===== config.mk =====
export PLATFORM = sky130hd
export DESIGN_NAME = lrc_top
export DESIGN_NICKNAME = d
export VERILOG_FILES = /design/src/hw/lrc_unroll.v /design/src/hw/lrc_top.v
export VERILOG_INCLUDE_DIRS = /design/src /design/src/common
export SDC_FILE = /design/constraint.sdc
export NUM_CORES = 1
export LEC_CHECK = 0
export CAP_MARGIN = 20
export CORE_AREA = 2 2 89 100
export CTS_CLUSTER_DIAMETER = 60
export DETAILED_ROUTE_END_ITERATION = 16
export DIE_AREA = 0 0 91 102
export DONT_BUFFER_PORTS = 1
export GPL_ROUTABILITY_DRIVEN = 0
export PLACE_DENSITY = 0.53
export SLEW_MARGIN = 40
export SYNTH_ARGS = -nofsm -noshare
export SYNTH_HDL_FRONTEND = slang
export SYNTH_SLANG_ARGS = --single-unit

===== constraint.sdc =====
create_clock -name mclk_in -period 7.47 [get_ports mclk_in]
set_clock_uncertainty 0.2 [all_clocks]
set_input_delay 2.241 -clock mclk_in [delete_from_list [all_inputs] [get_ports mclk_in]]
set_output_delay 2.241 -clock mclk_in [all_outputs]
set_load 0.01 [all_outputs]

===== src/common/lrc_consts.vh =====
// constants for the lfsr random number and crc16 unit
`ifndef LRC_CONSTS_VH
`define LRC_CONSTS_VH

// register indexes; byte address is four times the index
`define LRC_IDX_LOW        8'hbc
`define LRC_IDX_HIGH       8'hbd
`define LRC_IDX_CTRL       8'hbe
`define LRC_ADDR_W         10
`define LRC_DATA_W         32

// lfsr layout
`define LRC_LFSR_W         16
`define LRC_LFSR_RESET     16'hffff
`define LRC_POLY           16'h8005
`define LRC_BYTE_W         8

// unrolling depths
`define LRC_RND_STEPS      13
`define LRC_CRC_STEPS      8

// generator control field
`define LRC_CTRL_W         2
`define LRC_CTRL_RUN       2'h0
`define LRC_CTRL_STEP      2'h1
`define LRC_CTRL_OFF       2'h3
`define LRC_CTRL_RESET     2'h0

`endif


===== src/hw/lrc_unroll.v =====
// combinational lfsr stepping network: single, crc byte and random unrolled
`timescale 1ns/1ps
`include "lrc_consts.vh"

module lrc_unroll (
  input  wire [`LRC_LFSR_W-1:0] state_in,
  input  wire [`LRC_BYTE_W-1:0] data_in,
  output reg  [`LRC_LFSR_W-1:0] single_out,
  output reg  [`LRC_LFSR_W-1:0] crc_out,
  output reg  [`LRC_LFSR_W-1:0] random_out
);

  // one shift of the x^16 + x^15 + x^2 + 1 register with one input bit
  function [`LRC_LFSR_W-1:0] lrc_step;
    input [`LRC_LFSR_W-1:0] s;
    input                   din;
    reg                     fb;
    begin
      fb = s[`LRC_LFSR_W-1] ^ din;
      lrc_step = {s[`LRC_LFSR_W-2:0], 1'b0} ^ (fb ? `LRC_POLY : {`LRC_LFSR_W{1'b0}});
    end
  endfunction

  integer i;

  always @* begin
    single_out = lrc_step(state_in, 1'b0);
    // msb of the written byte enters first
    crc_out = state_in;
    for (i = `LRC_BYTE_W - 1; i >= 0; i = i - 1) begin
      crc_out = lrc_step(crc_out, data_in[i]);
    end
    random_out = state_in;
    for (i = 0; i < `LRC_RND_STEPS; i = i + 1) begin
      random_out = lrc_step(random_out, 1'b0);
    end
  end

endmodule


===== src/hw/lrc_top.v =====
// lfsr random byte source and crc16 unit with avalon-mm register slave
//
// Local design decisions: the Avalon-MM register port and the register offsets.
`timescale 1ns/1ps
`include "lrc_consts.vh"

// Summary of operation
// - state is a 16-bit lfsr with polynomial x^16 + x^15 + x^2 + 1.
// - control field value 11 switches the generator off.
// - control 00: each sequencer read in a clock without a low or high port write advances the register thirteen steps.
// - random bytes reach both cpu reads and the strobe sequencer.
// - low port write shifts low byte up and loads written byte low unless control is 11.
// - a high port write starts a crc16 update with that byte unless control is 11.
// - crc takes the byte msb first, eight steps in one clock.
// - the 16-bit state is readable as two byte ports.
// - control 01 gives one single step unless a low or high port write comes in that clock, then the field clears to 00.
// - after reset the register holds all ones.
// - high port reads upper byte, low port reads lower byte.
module lrc_top (
  input  wire                     mclk_in,
  input  wire                     reset_in,
  input  wire [`LRC_ADDR_W-1:0]   avs_address_in,
  input  wire                     avs_read_in,
  input  wire                     avs_write_in,
  input  wire [`LRC_DATA_W-1:0]   avs_writedata_in,
  input  wire [3:0]               avs_byteenable_in,
  output wire [`LRC_DATA_W-1:0]   avs_readdata_out,
  output wire                     avs_waitrequest_out,
  input  wire                     seq_rnd_read_in,
  output wire [`LRC_BYTE_W-1:0]   seq_rnd_byte_out
);

  reg  [`LRC_LFSR_W-1:0] lfsr_reg;
  reg  [`LRC_LFSR_W-1:0] lfsr_next;
  reg  [`LRC_CTRL_W-1:0] generator_control_field_reg;
  reg  [`LRC_CTRL_W-1:0] generator_control_field_next;
  reg  [`LRC_DATA_W-1:0] rdata_reg;
  reg  [`LRC_DATA_W-1:0] rdata_next;
  reg  [`LRC_DATA_W-1:0] rd_value;

  // read handshake states, one-hot
  localparam RD_STATE_W = 2;
  localparam [RD_STATE_W-1:0] RD_IDLE   = 2'h1;
  localparam [RD_STATE_W-1:0] RD_ANSWER = 2'h2;

  reg  [RD_STATE_W-1:0]  rd_state_reg;
  reg  [RD_STATE_W-1:0]  rd_state_next;
  wire                   rd_capture;

  wire [`LRC_LFSR_W-1:0] lfsr_single;
  wire [`LRC_LFSR_W-1:0] lfsr_crc;
  wire [`LRC_LFSR_W-1:0] lfsr_random;

  wire                   wr_low;
  wire                   wr_high;
  wire                   wr_ctrl;
  wire                   gen_off;
  wire                   ctrl_run;
  wire                   ctrl_step;

  wire                   hit_low;
  wire                   hit_high;
  wire                   hit_ctrl;
  wire                   wr_enabled;

  wire [`LRC_BYTE_W-1:0] wr_byte;
  wire [`LRC_BYTE_W-1:0] lfsr_low_byte;
  wire [`LRC_BYTE_W-1:0] lfsr_high_byte;

  wire                   upd_seed;
  wire                   upd_crc;
  wire                   upd_step;
  wire                   upd_seq;

  // byte address of a register index
  function [`LRC_ADDR_W-1:0] lrc_addr;
    input [7:0] idx;
    begin
      lrc_addr = {idx, 2'b00};
    end
  endfunction

  // address matches a register; byte lanes are not looked at
  function lrc_hit;
    input [`LRC_ADDR_W-1:0] addr;
    input [7:0]             idx;
    begin
      lrc_hit = (addr == lrc_addr(idx));
    end
  endfunction

  lrc_unroll u_unroll (
    .state_in   (lfsr_reg),
    .data_in    (avs_writedata_in[`LRC_BYTE_W-1:0]),
    .single_out (lfsr_single),
    .crc_out    (lfsr_crc),
    .random_out (lfsr_random)
  );

  // register decode, shared by reads and writes
  assign hit_low    = lrc_hit(avs_address_in, `LRC_IDX_LOW);
  assign hit_high   = lrc_hit(avs_address_in, `LRC_IDX_HIGH);
  assign hit_ctrl   = lrc_hit(avs_address_in, `LRC_IDX_CTRL);
  // a write with the low byte lane off is ignored
  assign wr_enabled = avs_write_in & avs_byteenable_in[0];

  assign wr_low  = wr_enabled & hit_low;
  assign wr_high = wr_enabled & hit_high;
  assign wr_ctrl = wr_enabled & hit_ctrl;

  assign wr_byte        = avs_writedata_in[`LRC_BYTE_W-1:0];
  assign lfsr_low_byte  = lfsr_reg[`LRC_BYTE_W-1:0];
  assign lfsr_high_byte = lfsr_reg[`LRC_LFSR_W-1:`LRC_BYTE_W];

  assign gen_off = (generator_control_field_reg == `LRC_CTRL_OFF);
  assign ctrl_run  = (generator_control_field_reg == `LRC_CTRL_RUN);
  assign ctrl_step = (generator_control_field_reg == `LRC_CTRL_STEP);

  // one update per clock: low write, high write, single step, sequencer
  assign upd_seed = ~gen_off & wr_low;
  assign upd_crc  = ~gen_off & ~wr_low & wr_high;
  assign upd_step = ~gen_off & ~wr_low & ~wr_high & ctrl_step;
  assign upd_seq  = ~gen_off & ~wr_low & ~wr_high & ~ctrl_step & ctrl_run & seq_rnd_read_in;

  // lfsr next state; at most one update source is active
  always @* begin
    lfsr_next = lfsr_reg;
    if (upd_seed) begin
      lfsr_next = {lfsr_low_byte, wr_byte};
    end else if (upd_crc) begin
      lfsr_next = lfsr_crc;
    end else if (upd_step) begin
      lfsr_next = lfsr_single;
    end else if (upd_seq) begin
      lfsr_next = lfsr_random;
    end
  end

  // control field next value
  always @* begin
    generator_control_field_next = generator_control_field_reg;
    if (wr_ctrl) begin
      // a fresh write wins over the automatic clear
      generator_control_field_next = avs_writedata_in[`LRC_CTRL_W-1:0];
    end else if (ctrl_step) begin
      generator_control_field_next = `LRC_CTRL_RUN;
    end
  end

  always @* begin
    rd_value = {`LRC_DATA_W{1'b0}};
    if (hit_low) begin
      rd_value[`LRC_BYTE_W-1:0] = lfsr_low_byte;
    end else if (hit_high) begin
      rd_value[`LRC_BYTE_W-1:0] = lfsr_high_byte;
    end else if (hit_ctrl) begin
      rd_value[`LRC_CTRL_W-1:0] = generator_control_field_reg;
    end
  end

  always @* begin
    rdata_next = rdata_reg;
    if (rd_capture) begin
      rdata_next = rd_value;
    end
  end

  always @(posedge mclk_in) begin
    if (reset_in) begin
      lfsr_reg <= `LRC_LFSR_RESET;
      generator_control_field_reg <= `LRC_CTRL_RESET;
    end else begin
      lfsr_reg <= lfsr_next;
      generator_control_field_reg <= generator_control_field_next;
    end
  end

  // read answer: one wait cycle so that read data come from a flop
  always @* begin
    rd_state_next = rd_state_reg;
    case (rd_state_reg)
      RD_IDLE: begin
        if (avs_read_in) begin
          rd_state_next = RD_ANSWER;
        end
      end
      RD_ANSWER: begin
        // data stand this cycle; a read still held starts over next cycle
        rd_state_next = RD_IDLE;
      end
      default: begin
        rd_state_next = RD_IDLE;
      end
    endcase
  end

  // capture in the first cycle of a read, answer in the second
  assign rd_capture = avs_read_in & (rd_state_reg == RD_IDLE);

  always @(posedge mclk_in) begin
    if (reset_in) begin
      rdata_reg    <= {`LRC_DATA_W{1'b0}};
      rd_state_reg <= RD_IDLE;
    end else begin
      rdata_reg    <= rdata_next;
      rd_state_reg <= rd_state_next;
    end
  end

  assign avs_waitrequest_out = rd_capture;
  assign avs_readdata_out    = rdata_reg;

  // random byte straight to the sequencer
  assign seq_rnd_byte_out = lfsr_reg[`LRC_BYTE_W-1:0];

endmodule


# Yosys cells after proc, flatten, opt, wreduce, memory -nomap -nowiden
# Index checks and enable logic that the tools add are counted.
[op_classes]
multipliers = 0
shift = 0
eq_ne = 6
div_mod_pow = 0
n_lt_le_gt_ge = 0
bitwise_logic = 47
n_mux = 31
n_reduce_logical = 4
addsub = 0
[ops]
columns = ["op", "count"]
rows = [
  ["2-to-1 mux 16 bit", 25],
  ["bitwise XOR 16 bit", 21],
  ["equality test 10 bit, second input constant", 3],
  ["AND 1 bit", 13],
  ["2-to-1 mux 2 bit", 4],
  ["2-to-1 mux 8 bit", 1],
  ["bitwise XOR 1 bit", 8],
  ["2-to-1 mux 6 bit", 1],
  ["inverter 1 bit", 5],
  ["equality test 2 x 1 -> 1 bit, second input constant", 2],
  ["nonzero test 4 bit", 1],
  ["equality test 2 bit, second input constant", 1],
  ["zero test 2 bit", 1],
  ["nonzero test 2 bit", 1],
  ["OR reduction 2 bit", 1],
]
[word_totals]
out_inout_bits = 41
mem_bits_ro = 0
latchBits = 0
in_bits = 51
elab_cells = 92
mem_count = 0
ramBits = 0
regBits = 28

# Logic depth before layout (Yosys ltp)
# Gate-level depths: netlist of the first run.
[depth]
word_depth = 30
depth_mapped = 9
mapped_depth_nobuf = 7

# Hierarchy
# A second synthesis of the first run with hierarchy kept.
[hier_totals]
cells_unflattened = 300
area_unflattened_um2 = 2686.3
[modules_own_cells]
columns = ["module", "instances", "area_each_um2", "seq_area_each_um2", "cells_per_inst"]
rows = [
  ["lrc_top", 1, 2069.5, 560.5, 234],
  ["lrc_unroll", 1, 616.8, 0.0, 66],
]

# Worst setup path after synthesis of the first run
# OpenSTA, ideal clock, no wires.
[synth_path]
path_kind = "input port to output port"
startpoint = "input port avs_read_in"
endpoint = "output port avs_waitrequest_out"
required_ps = 5029
arrival_ps = 2865
cell_stages = 4
path_buffers = 1
path_slack_ps = 2164
cell_sequence = "nand2_1 > or2_2 > clkbuf_1 > inv_1"
[synth_between]
elab_chain_cells = 1
[synth_rtl]
columns = ["item", "line", "source"]
rows = [
  ["from (decl)", "lrc_top.v:23", "input wire avs_read_in,"],
  ["AND 1 bit", "lrc_top.v:198", "assign rd_capture = avs_read_in & (rd_state_reg == RD_IDLE);"],
  ["to (decl)", "lrc_top.v:28", "output wire avs_waitrequest_out,"],
]
# No other way between the ends.

# Worst setup path after layout of the first run
# Ends and elaborated chain as after synthesis.

==> results.cfg, run 1 <==
[run_status]
run_status = finished, final reports clean

[min_path]
hold_path_depth = 2
timing.hold.worst.class = flip-flop to flip-flop

[timing]
rsz0062_at_grt = no
finalSetupTns_ps = 0
period_minus_slack_ps = 5250
maxSlewHeadroom_pct = 56.9
drv_slew = 0
max_clock_freq_ghz = 0.190
report.final.setup_viol = 0
timing_worst_slew_pin_value_ps = 645
timing.final.crit_share_pct = 70.3
final_hold_vio_count = 0
fin_worst_hold_slack_ps = 304

[critical_path]
cp.required_ps = 5030
worstRegToRegCells = 7
critical_path_peak_fanout = 11
worstPathArrival_ps = 2810
regToRegSetupSlack_ps = 4780
setup.worst_path.end_class = primary output
path_class = input pin to primary output
worstSetupStartpointType = input pin

[synthesis]
postSynth.asyncResetShare_pct = 0
synth.yosys.warnings = 0
synth.yosys.seq_area_share_pct = 23.1
post_synthesis_instance_area_mm2 = 0.00243
postSynthRegisterBits = 28
synthesized_netlist_cell_count = 290
synth_edf_count = 0
yosys-top-cells-count = sky130_fd_sc_hd__buf_4, sky130_fd_sc_hd__dfxtp_1, sky130_fd_sc_hd__xnor2_1
yosys_most_used_dff = sky130_fd_sc_hd__dfxtp_1
synth.avg_cell_area_um2 = 8.37
yosys.cell_count.top_type = sky130_fd_sc_hd__buf_4
post-synth-top-area-cell = sky130_fd_sc_hd__dfxtp_1
synth_largest_type_area_fraction_pct = 23.1
cell_types_with_the_largest_area_share_after_synthesis = sky130_fd_sc_hd__dfxtp_1, sky130_fd_sc_hd__buf_4, sky130_fd_sc_hd__xnor2_1
yosys.cell_types.count = 49

[finish]
syn_to_final_growth_pct = -3.04
post_route_cells_drive_above_1_share_pct = 10.3
antenna_cells = 0
final_cell_area_mm2 = 0.00235
largest_register_ffs = 16
layout.nets = 314

[routing]
detail_route.first_pass.iterations = 5
drt-initial-drc-count = 96
detail_route.wirelength_um = 5800
route.vias.total = 1818
post-route-drc-count = 0
viasPerCell = 4.87
route.antenna.remaining_nets = 0
route.detailed.wl_per_inst_um = 15.5

[place]
dp.final_hpwl_um = 4420
portBuffers = 0
postPlaceCellArea_mm2 = 0.00228

[power_and_ir_drop]
p_leak_nw = 0.902
total_power_mw = 0.626
share_seq_of_total_power_pct = 33.7
switching_share_pct = 35.9
power.switching_mw = 0.225
pwr_density_cell_mw_per_mm2 = 266
comb_power_share_pct = 46.1
p_clk_share_pct = 20.2
ir_drop_uv = 138
internal_power_mw = 0.401

[cts]
cts-root-buf = sky130_fd_sc_hd__clkbuf_8
clkLatencyLatePin_ps = 290
tritoncts = built
cts-root-to-sink-buffers = 2
clkSinkCount = 28
tritoncts_buffers = 3
cts.reportedPaths.clkPinSlew_ps = 100
post_cts.resized_instances = 0
hold_buffers = 0
cts_max_level = 1
post-cts-setup-buffers = 0

[grt]
tot_gr_track_use_pct = 12.9
vias_in_the_first_global_route = 1733
grt_pass1_wl_um = 9430
largest_net_degree_at_the_start_of_global_routing = 28
antenna_violations_before_repair = 0
global_route.overflow_total = 0

[floorplanning]
coreArea_mm2 = 0.00823
die_area_mm2 = 0.00928
boundaryPins = 92
die_w_um = 91
placementRows = 35
chipHeight_um = 102
floorplan.initialDensity_pct = 29.5

[job]
drv_cap = 0
## worst max-delay path, stage by stage
cell                      delay (ps)
sky130_fd_sc_hd__nand2_1          20
sky130_fd_sc_hd__or2_2           370
sky130_fd_sc_hd__inv_1           170
## worst paths after layout
check | startpoint | endpoint
max | avs_read_in | avs_waitrequest_out
min reg2reg | avs_readdata_out[0] | avs_readdata_out[0]
min | avs_readdata_out[0] | avs_readdata_out[0]
max reg2reg | lfsr_reg[9] | lfsr_reg[0]
## stage by stage
stage / util, % / cells / worst slack (ps)
detailed placement: 27.7 / 369 / 2210
global placement: 27.5 / 368 / 2220
global route: 28.6 / 373 / 2170
CTS: 28.6 / 373 / 2210
finish: 28.6 / 373 / 2220
floorplan: - / 313 / 2160
## area by class of cell
| class | count | area (um2) |
|---|---|---|
| Fill cell | 934 | 5880 |
| Clock buffer | 3 | 41.3 |
| Tap cell | 111 | 139 |
| Clock inverter | 1 | 30.0 |
| Inverter | 6 | 22.5 |
| Sequential cell | 28 | 561 |
| Multi-Input combinational cell | 222 | 1540 |
| Timing Repair Buffer | 2 | 22.5 |
## power groups by stage
stage | clock network, mW | registers, mW | logic [mW]
2_1_floorplan | 0 | 0.178 | 0.310
3_3_place_gp | 0 | 0.215 | 0.283
3_5_place_dp | 0 | 0.215 | 0.286
4_1_cts | 0.132 | 0.211 | 0.290
5_1_grt | 0.139 | 0.214 | 0.313
6_report | 0.126 | 0.211 | 0.288
## routing by layer
metal	wire (um)	up-vias	global-route usage [%]
met4	42	0	2.10
li1	-	878	-
met2	2710	61	21.0
met5	0	-	0
met1	2590	875	17.2
met3	455	4	3.98
## cell families after synthesis
group | after synthesis | share of synthesized area [%]
and+or+nand+nor | 69 | 14.0
AOI/OAI and AO/OA | 69 | 18.7
DFF | 28 | 23.1
other | 1 | 0.154
xor gates and xnor gates | 47 | 21.0
muxes | 13 | 5.72
buffers and inverters | 63 | 17.4
## layout by cell type (no fill, tap or decap), drive strengths merged, types with 2 or more instances in the layout
master	synthesis	final
xnor3	4	4
nor3	3	3
o21ai	16	16
inv	6	6
conb	1	24
xnor2	30	30
or2	3	3
mux2	7	7
a21oi	19	19
nand2	20	20
buf	47	2
nand3	4	4
mux2i	6	6
a22oi	6	6
o211ai	11	11
dfxtp	28	28
nand4	3	3
a211oi	6	6
a221oi	3	3
o21bai	3	3
nor2b	3	3
xor2	13	13
nor2	25	25
clkbuf	10	3
Note: power is estimated with default switching activity, not from simulation.
==> run 2, diff against run 1 <==
--- a/config.mk
+++ b/config.mk
@@ -13,7 +13,7 @@
 export DIE_AREA = 0 0 91 102
 export DONT_BUFFER_PORTS = 1
 export GPL_ROUTABILITY_DRIVEN = 0
-export PLACE_DENSITY = 0.53
+export PLACE_DENSITY = 0.54
 export SLEW_MARGIN = 40
 export SYNTH_ARGS = -nofsm -noshare
 export SYNTH_HDL_FRONTEND = slang
==> constraint.sdc (replaced) <==
create_clock -name mclk_in -period 4.75 [get_ports mclk_in]
set_clock_uncertainty 0.2 [all_clocks]
set_input_delay 1.425 -clock mclk_in [delete_from_list [all_inputs] [get_ports mclk_in]]
set_output_delay 1.425 -clock mclk_in [all_outputs]
set_load 0.01 [all_outputs]
==> run 2 against run 1 <==
Via count down 1.6%. Utilization down 0.091 points. Flip-flop and latch count unchanged. Wire length up 0.62%. Hold slack worse by 2.0 ps. Critical path depth unchanged. Total power up 56%. Final area down 0.32%. Largest power group unchanged.
==> results.cfg, run 2 (synthesis gave the netlist of run 1 again) <==
[cts]
tritoncts = built
tritoncts_buffers = 3
post-cts-setup-buffers = 0
cts.reportedPaths.clkPinSlew_ps = 110
cts-root-to-sink-buffers = 2
cts_max_level = 1
hold_buffers = 0
clkLatencyLatePin_ps = 290
clkSinkCount = 28
cts-root-buf = sky130_fd_sc_hd__clkbuf_8
post_cts.resized_instances = 0

[grt]
grt_pass1_wl_um = 9450
global_route.overflow_total = 0
vias_in_the_first_global_route = 1716
largest_net_degree_at_the_start_of_global_routing = 28
antenna_violations_before_repair = 0
tot_gr_track_use_pct = 12.8

[critical_path]
critical_path_peak_fanout = 11
path_class = input pin to primary output
worstPathArrival_ps = 2000
crit-reg2reg-capture = lfsr_reg[0]
setup.worst_path.end_class = primary output
worstRegToRegCells = 7
cp.required_ps = 3120
worstSetupStartpointType = input pin
regToRegSetupSlack_ps = 2030
r2r-start = lfsr_reg[14]

[place]
portBuffers = 0
postPlaceCellArea_mm2 = 0.00227
dp.final_hpwl_um = 4410

[finish]
syn_to_final_growth_pct = -3.35
antenna_cells = 0
layout.nets = 314
largest_register_ffs = 16
layout.cells.most_common_list = sky130_fd_sc_hd__dfxtp_1, sky130_fd_sc_hd__xnor2_1, sky130_fd_sc_hd__nor2_1, sky130_fd_sc_hd__conb_1, sky130_fd_sc_hd__nand2_1
layout.cells.most_common = sky130_fd_sc_hd__dfxtp_1
post_route_cells_drive_above_1_share_pct = 10.3
final_cell_area_mm2 = 0.00235

[run_status]
run_status = finished, final reports clean

[floorplanning]
coreArea_mm2 = 0.00823
floorplan.initialDensity_pct = 29.5
die_area_mm2 = 0.00928
placementRows = 35
boundaryPins = 92
die_w_um = 91
chipHeight_um = 102

[routing]
post-route-drc-count = 0
detail_route.first_pass.iterations = 4
drt-initial-drc-count = 81
route.vias.total = 1789
viasPerCell = 4.80
route.detailed.wl_per_inst_um = 15.6
route.antenna.remaining_nets = 0
detail_route.wirelength_um = 5830

[timing]
maxSlewHeadroom_pct = 59.2
timing_worst_slew_pin_value_ps = 610
drv_slew = 0
timing.final.crit_share_pct = 76.2
report.final.setup_viol = 0
max_clock_freq_ghz = 0.276
finalSetupTns_ps = 0
final_hold_vio_count = 0
period_minus_slack_ps = 3620
rsz0062_at_grt = no

[min_path]
worstHoldEndpoint = avs_readdata_out[0]
hold_path_depth = 2
timing.hold.worst.class = flip-flop to flip-flop
hold_path.startpoint = avs_readdata_out[0]

[power_and_ir_drop]
p_leak_nw = 0.898
pwr_density_cell_mw_per_mm2 = 416
ir_drop_uv = 179

[job]
drv_cap = 0
-- run 2: cell count changes in the layout (fill, tap and decap cells not counted) --
| cell | previous run | this run |
|---|---|---|
| sky130_fd_sc_hd__buf_4 | 1 | 2 |
| sky130_fd_sc_hd__buf_8 | 1 | 0 |
-- run 2: how the worst max path moves through the flow --
stage,from,endpoint,slack (ps),depth (start not counted)
2_1_floorplan,avs_read_in,avs_waitrequest_out,1080,4
3_3_place_gp,avs_address_in[8],lfsr_reg[0],990,5
3_5_place_dp,avs_address_in[8],lfsr_reg[0],990,5
4_1_cts,avs_read_in,avs_waitrequest_out,1120,3
5_1_grt,avs_read_in,avs_waitrequest_out,1070,3
6_report,avs_read_in,avs_waitrequest_out,1130,3
-- run 2: layer usage --
metal / wire length, um / vias to the layer above / global-route usage, % / share of wire (%)
met4: 61 / 0 / 2.10 / 1.0
met1: 2720 / 849 / 16.8 / 47
met3: 398 / 6 / 3.61 / 6.8
met5: 0 / - / 0 / 0
li1: - / 876 / - / -
met2: 2660 / 58 / 21.3 / 46
-- run 2: metrics by stage --
step | hold slack (ps) | setup slack [ps] | total power, mW | utilization [%] | std cells
2_1_floorplan | 276 | 1080 | 0.767 | - | 313
3_3_place_gp | 284 | 985 | 0.783 | 27.6 | 369
3_5_place_dp | 285 | 991 | 0.782 | 27.6 | 369
4_1_cts | 306 | 1120 | 0.987 | 28.5 | 373
5_1_grt | 322 | 1070 | 1.04 | 28.5 | 373
6_report | 302 | 1130 | 0.977 | 28.5 | 373
-- run 2: worst max-delay path, cell delays in order --
cell and delay [ps]:
sky130_fd_sc_hd__nand2_1 20, sky130_fd_sc_hd__or2_2 370, sky130_fd_sc_hd__inv_1 170
-- run 2: power by group --
part	internal [mW]	leakage, nW	switching, mW	total (mW)
clock network	0.113	0.0357	0.0860	0.199
logic	0.258	0.632	0.188	0.446
registers	0.260	0.231	0.0723	0.332
total	0.631	0.898	0.347	0.977
-- run 2: cell type report --
class / count / area, um2
fill: 935 / 5890
multi-input combinational: 222 / 1540
sequential: 28 / 561
tap: 111 / 139
clock buffer: 3 / 41.3
clock inverter: 1 / 30.0
inverter: 6 / 22.5
timing repair buffer: 2 / 15.0
==> run 3, diff against run 2 <==
--- a/config.mk
+++ b/config.mk
@@ -13,7 +13,7 @@
 export DIE_AREA = 0 0 91 102
 export DONT_BUFFER_PORTS = 1
 export GPL_ROUTABILITY_DRIVEN = 0
-export PLACE_DENSITY = 0.54
+export PLACE_DENSITY = 0.53
 export SLEW_MARGIN = 40
 export SYNTH_ARGS = -nofsm -noshare
 export SYNTH_HDL_FRONTEND = slang
==> constraint.sdc (replaced) <==
create_clock -name mclk_in -period 3.5 [get_ports mclk_in]
set_clock_uncertainty 0.2 [all_clocks]
set_input_delay 1.05 -clock mclk_in [delete_from_list [all_inputs] [get_ports mclk_in]]
set_output_delay 1.05 -clock mclk_in [all_outputs]
set_load 0.01 [all_outputs]
==> run 3 against run 2 <==
Hold slack worse by 0.92 ps. Register-to-register slack worse by 1300 ps. Setup slack worse by 580 ps. Via count is 2.6% higher. Sequential power is 35% higher. Largest power group unchanged. Highest routed layer unchanged.
==> results.cfg, run 3 (synthesis gave the netlist of run 1 again) <==
[critical_path]
worstSetupStartpointType = input pin
worstPathArrival_ps = 2990
worst_path_dominant_cell_family = compound AO/OA/AOI/OAI gates
cp.required_ps = 3540
critical_path_peak_fanout = 19
cp_slowest_stage_delay_ps = 570
path_class = input pin to flip-flop
crit_path_frequent_cell = sky130_fd_sc_hd__a211oi_1
setup.worst_path.end_class = flip-flop
slowest_stage = sky130_fd_sc_hd__or4b_4
cp_cell_sequence = or4b_4, o311ai_4, buf_4, nor2_1, a211oi_1, a211oi_1, a21oi_1, or2_1
critical_path_buf_inv_count = 1

[floorplanning]
coreArea_mm2 = 0.00823
die_w_um = 91
placementRows = 35
boundaryPins = 92
die_area_mm2 = 0.00928
floorplan.initialDensity_pct = 29.5
chipHeight_um = 102

[timing]
rsz0062_at_grt = no
finalSetupTns_ps = 0
report.final.setup_viol = 0
final_hold_vio_count = 0
max_clock_freq_ghz = 0.339
timing.final.crit_share_pct = 84.3
fin_worst_hold_slack_ps = 301
drv_slew = 0
period_minus_slack_ps = 2950

[cts]
post-cts-setup-buffers = 0
clkLatencyLatePin_ps = 280
post_cts.resized_instances = 0
cts.reportedPaths.clkPinSlew_ps = 110
cts_max_level = 1
tritoncts_buffers = 3
cts-root-buf = sky130_fd_sc_hd__clkbuf_8
clkSinkCount = 28
hold_buffers = 0
tritoncts = built
cts-root-to-sink-buffers = 2

[finish]
antenna_cells = 0
layout.cells.most_common = sky130_fd_sc_hd__dfxtp_1
post_route_cells_drive_above_1_share_pct = 11.3
largest_register_ffs = 16
layout.cells.most_common_list = sky130_fd_sc_hd__dfxtp_1, sky130_fd_sc_hd__xnor2_1, sky130_fd_sc_hd__nor2_1, sky130_fd_sc_hd__conb_1, sky130_fd_sc_hd__nand2_1
layout.nets = 318
finish.cell_count_without_fillers = 377
syn_to_final_growth_pct = -2.37

[run_status]
run_status = finished, final reports clean

[power_and_ir_drop]
p_leak_nw = 0.917
pwr_density_cell_mw_per_mm2 = 564
ir_drop_uv = 207

[routing]
detail_route.wirelength_um = 5940
route.antenna.remaining_nets = 0
viasPerCell = 4.87
route.detailed.wl_per_inst_um = 15.8
route.vias.total = 1835
detail_route.first_pass.iterations = 4
drt-initial-drc-count = 86
post-route-drc-count = 0

[place]
portBuffers = 0
place_inst = 373
dp.final_hpwl_um = 4480

[job]
drv_cap = 0

[min_path]
timing.hold.worst.class = flip-flop to flip-flop

[grt]
global_route.overflow_total = 0
grt_pass1_wl_um = 9380
antenna_violations_before_repair = 0
largest_net_degree_at_the_start_of_global_routing = 28
vias_in_the_first_global_route = 1761
tot_gr_track_use_pct = 12.8
==> run 3: cell types whose count changed in the layout (fill, tap and decap cells not counted), sizes merged <==
| cell | previous run | this run |
|---|---|---|
| buf | 2 | 6 |
==> run 3: where the power goes <==
part	leakage, nW	internal, mW	switching [mW]
Combinational	0.650	0.352	0.268
Sequential	0.231	0.352	0.0959
Clock	0.0357	0.153	0.115
==> run 3: worst reg2reg max path: cells and delay by family (launching register included) <==
family	cells	cell delay, ps
compound gates	2	370
xor+xnor	4	1140
flops	1	630
mux	1	280
==> run 3: area by class of cell <==
type	instances	area [um2]
Fill cell	924	5860
Multi-Input combinational cell	222	1530
Sequential cell	28	561
Tap cell	111	139
Timing Repair Buffer	6	45.0
Clock buffer	3	41.3
Clock inverter	1	30.0
Inverter	6	22.5
==> run 3: routing by layer <==
| metal | wire [um] | share of wire [%] | track usage [%] | up-vias |
|---|---|---|---|---|
| li1 | - | - | - | 889 |
| met1 | 2730 | 46 | 16.8 | 871 |
| met5 | 0 | 0 | 0 | - |
| met2 | 2730 | 46 | 21.0 | 71 |
| met3 | 433 | 7.3 | 3.61 | 4 |
| met4 | 50 | 0.84 | 3.15 | 0 |
==> run 3: worst paths after layout <==
path	start	to	slack, ps	cells past startpoint
worst min-delay path	avs_readdata_out[0]	avs_readdata_out[0]	300	2
worst max-delay path	avs_address_in[8]	lfsr_reg[8]	550	8
worst min register to register	avs_readdata_out[0]	avs_readdata_out[0]	300	2
worst max register to register	lfsr_reg[14]	lfsr_reg[0]	770	7
==> run 3: stage by stage <==
stage | instance area, um2 | power, mW | worst slack [ps] | utilization (%)
5_1_grt | 2370 | 1.43 | 474 | 28.8
3_5_place_dp | 2300 | 1.07 | 250 | 27.9
4_1_cts | 2370 | 1.35 | 552 | 28.8
2_1_floorplan | 2510 | 1.04 | 394 | -
6_report | 2370 | 1.34 | 550 | 28.8
3_3_place_gp | 2300 | 1.07 | 258 | 27.9
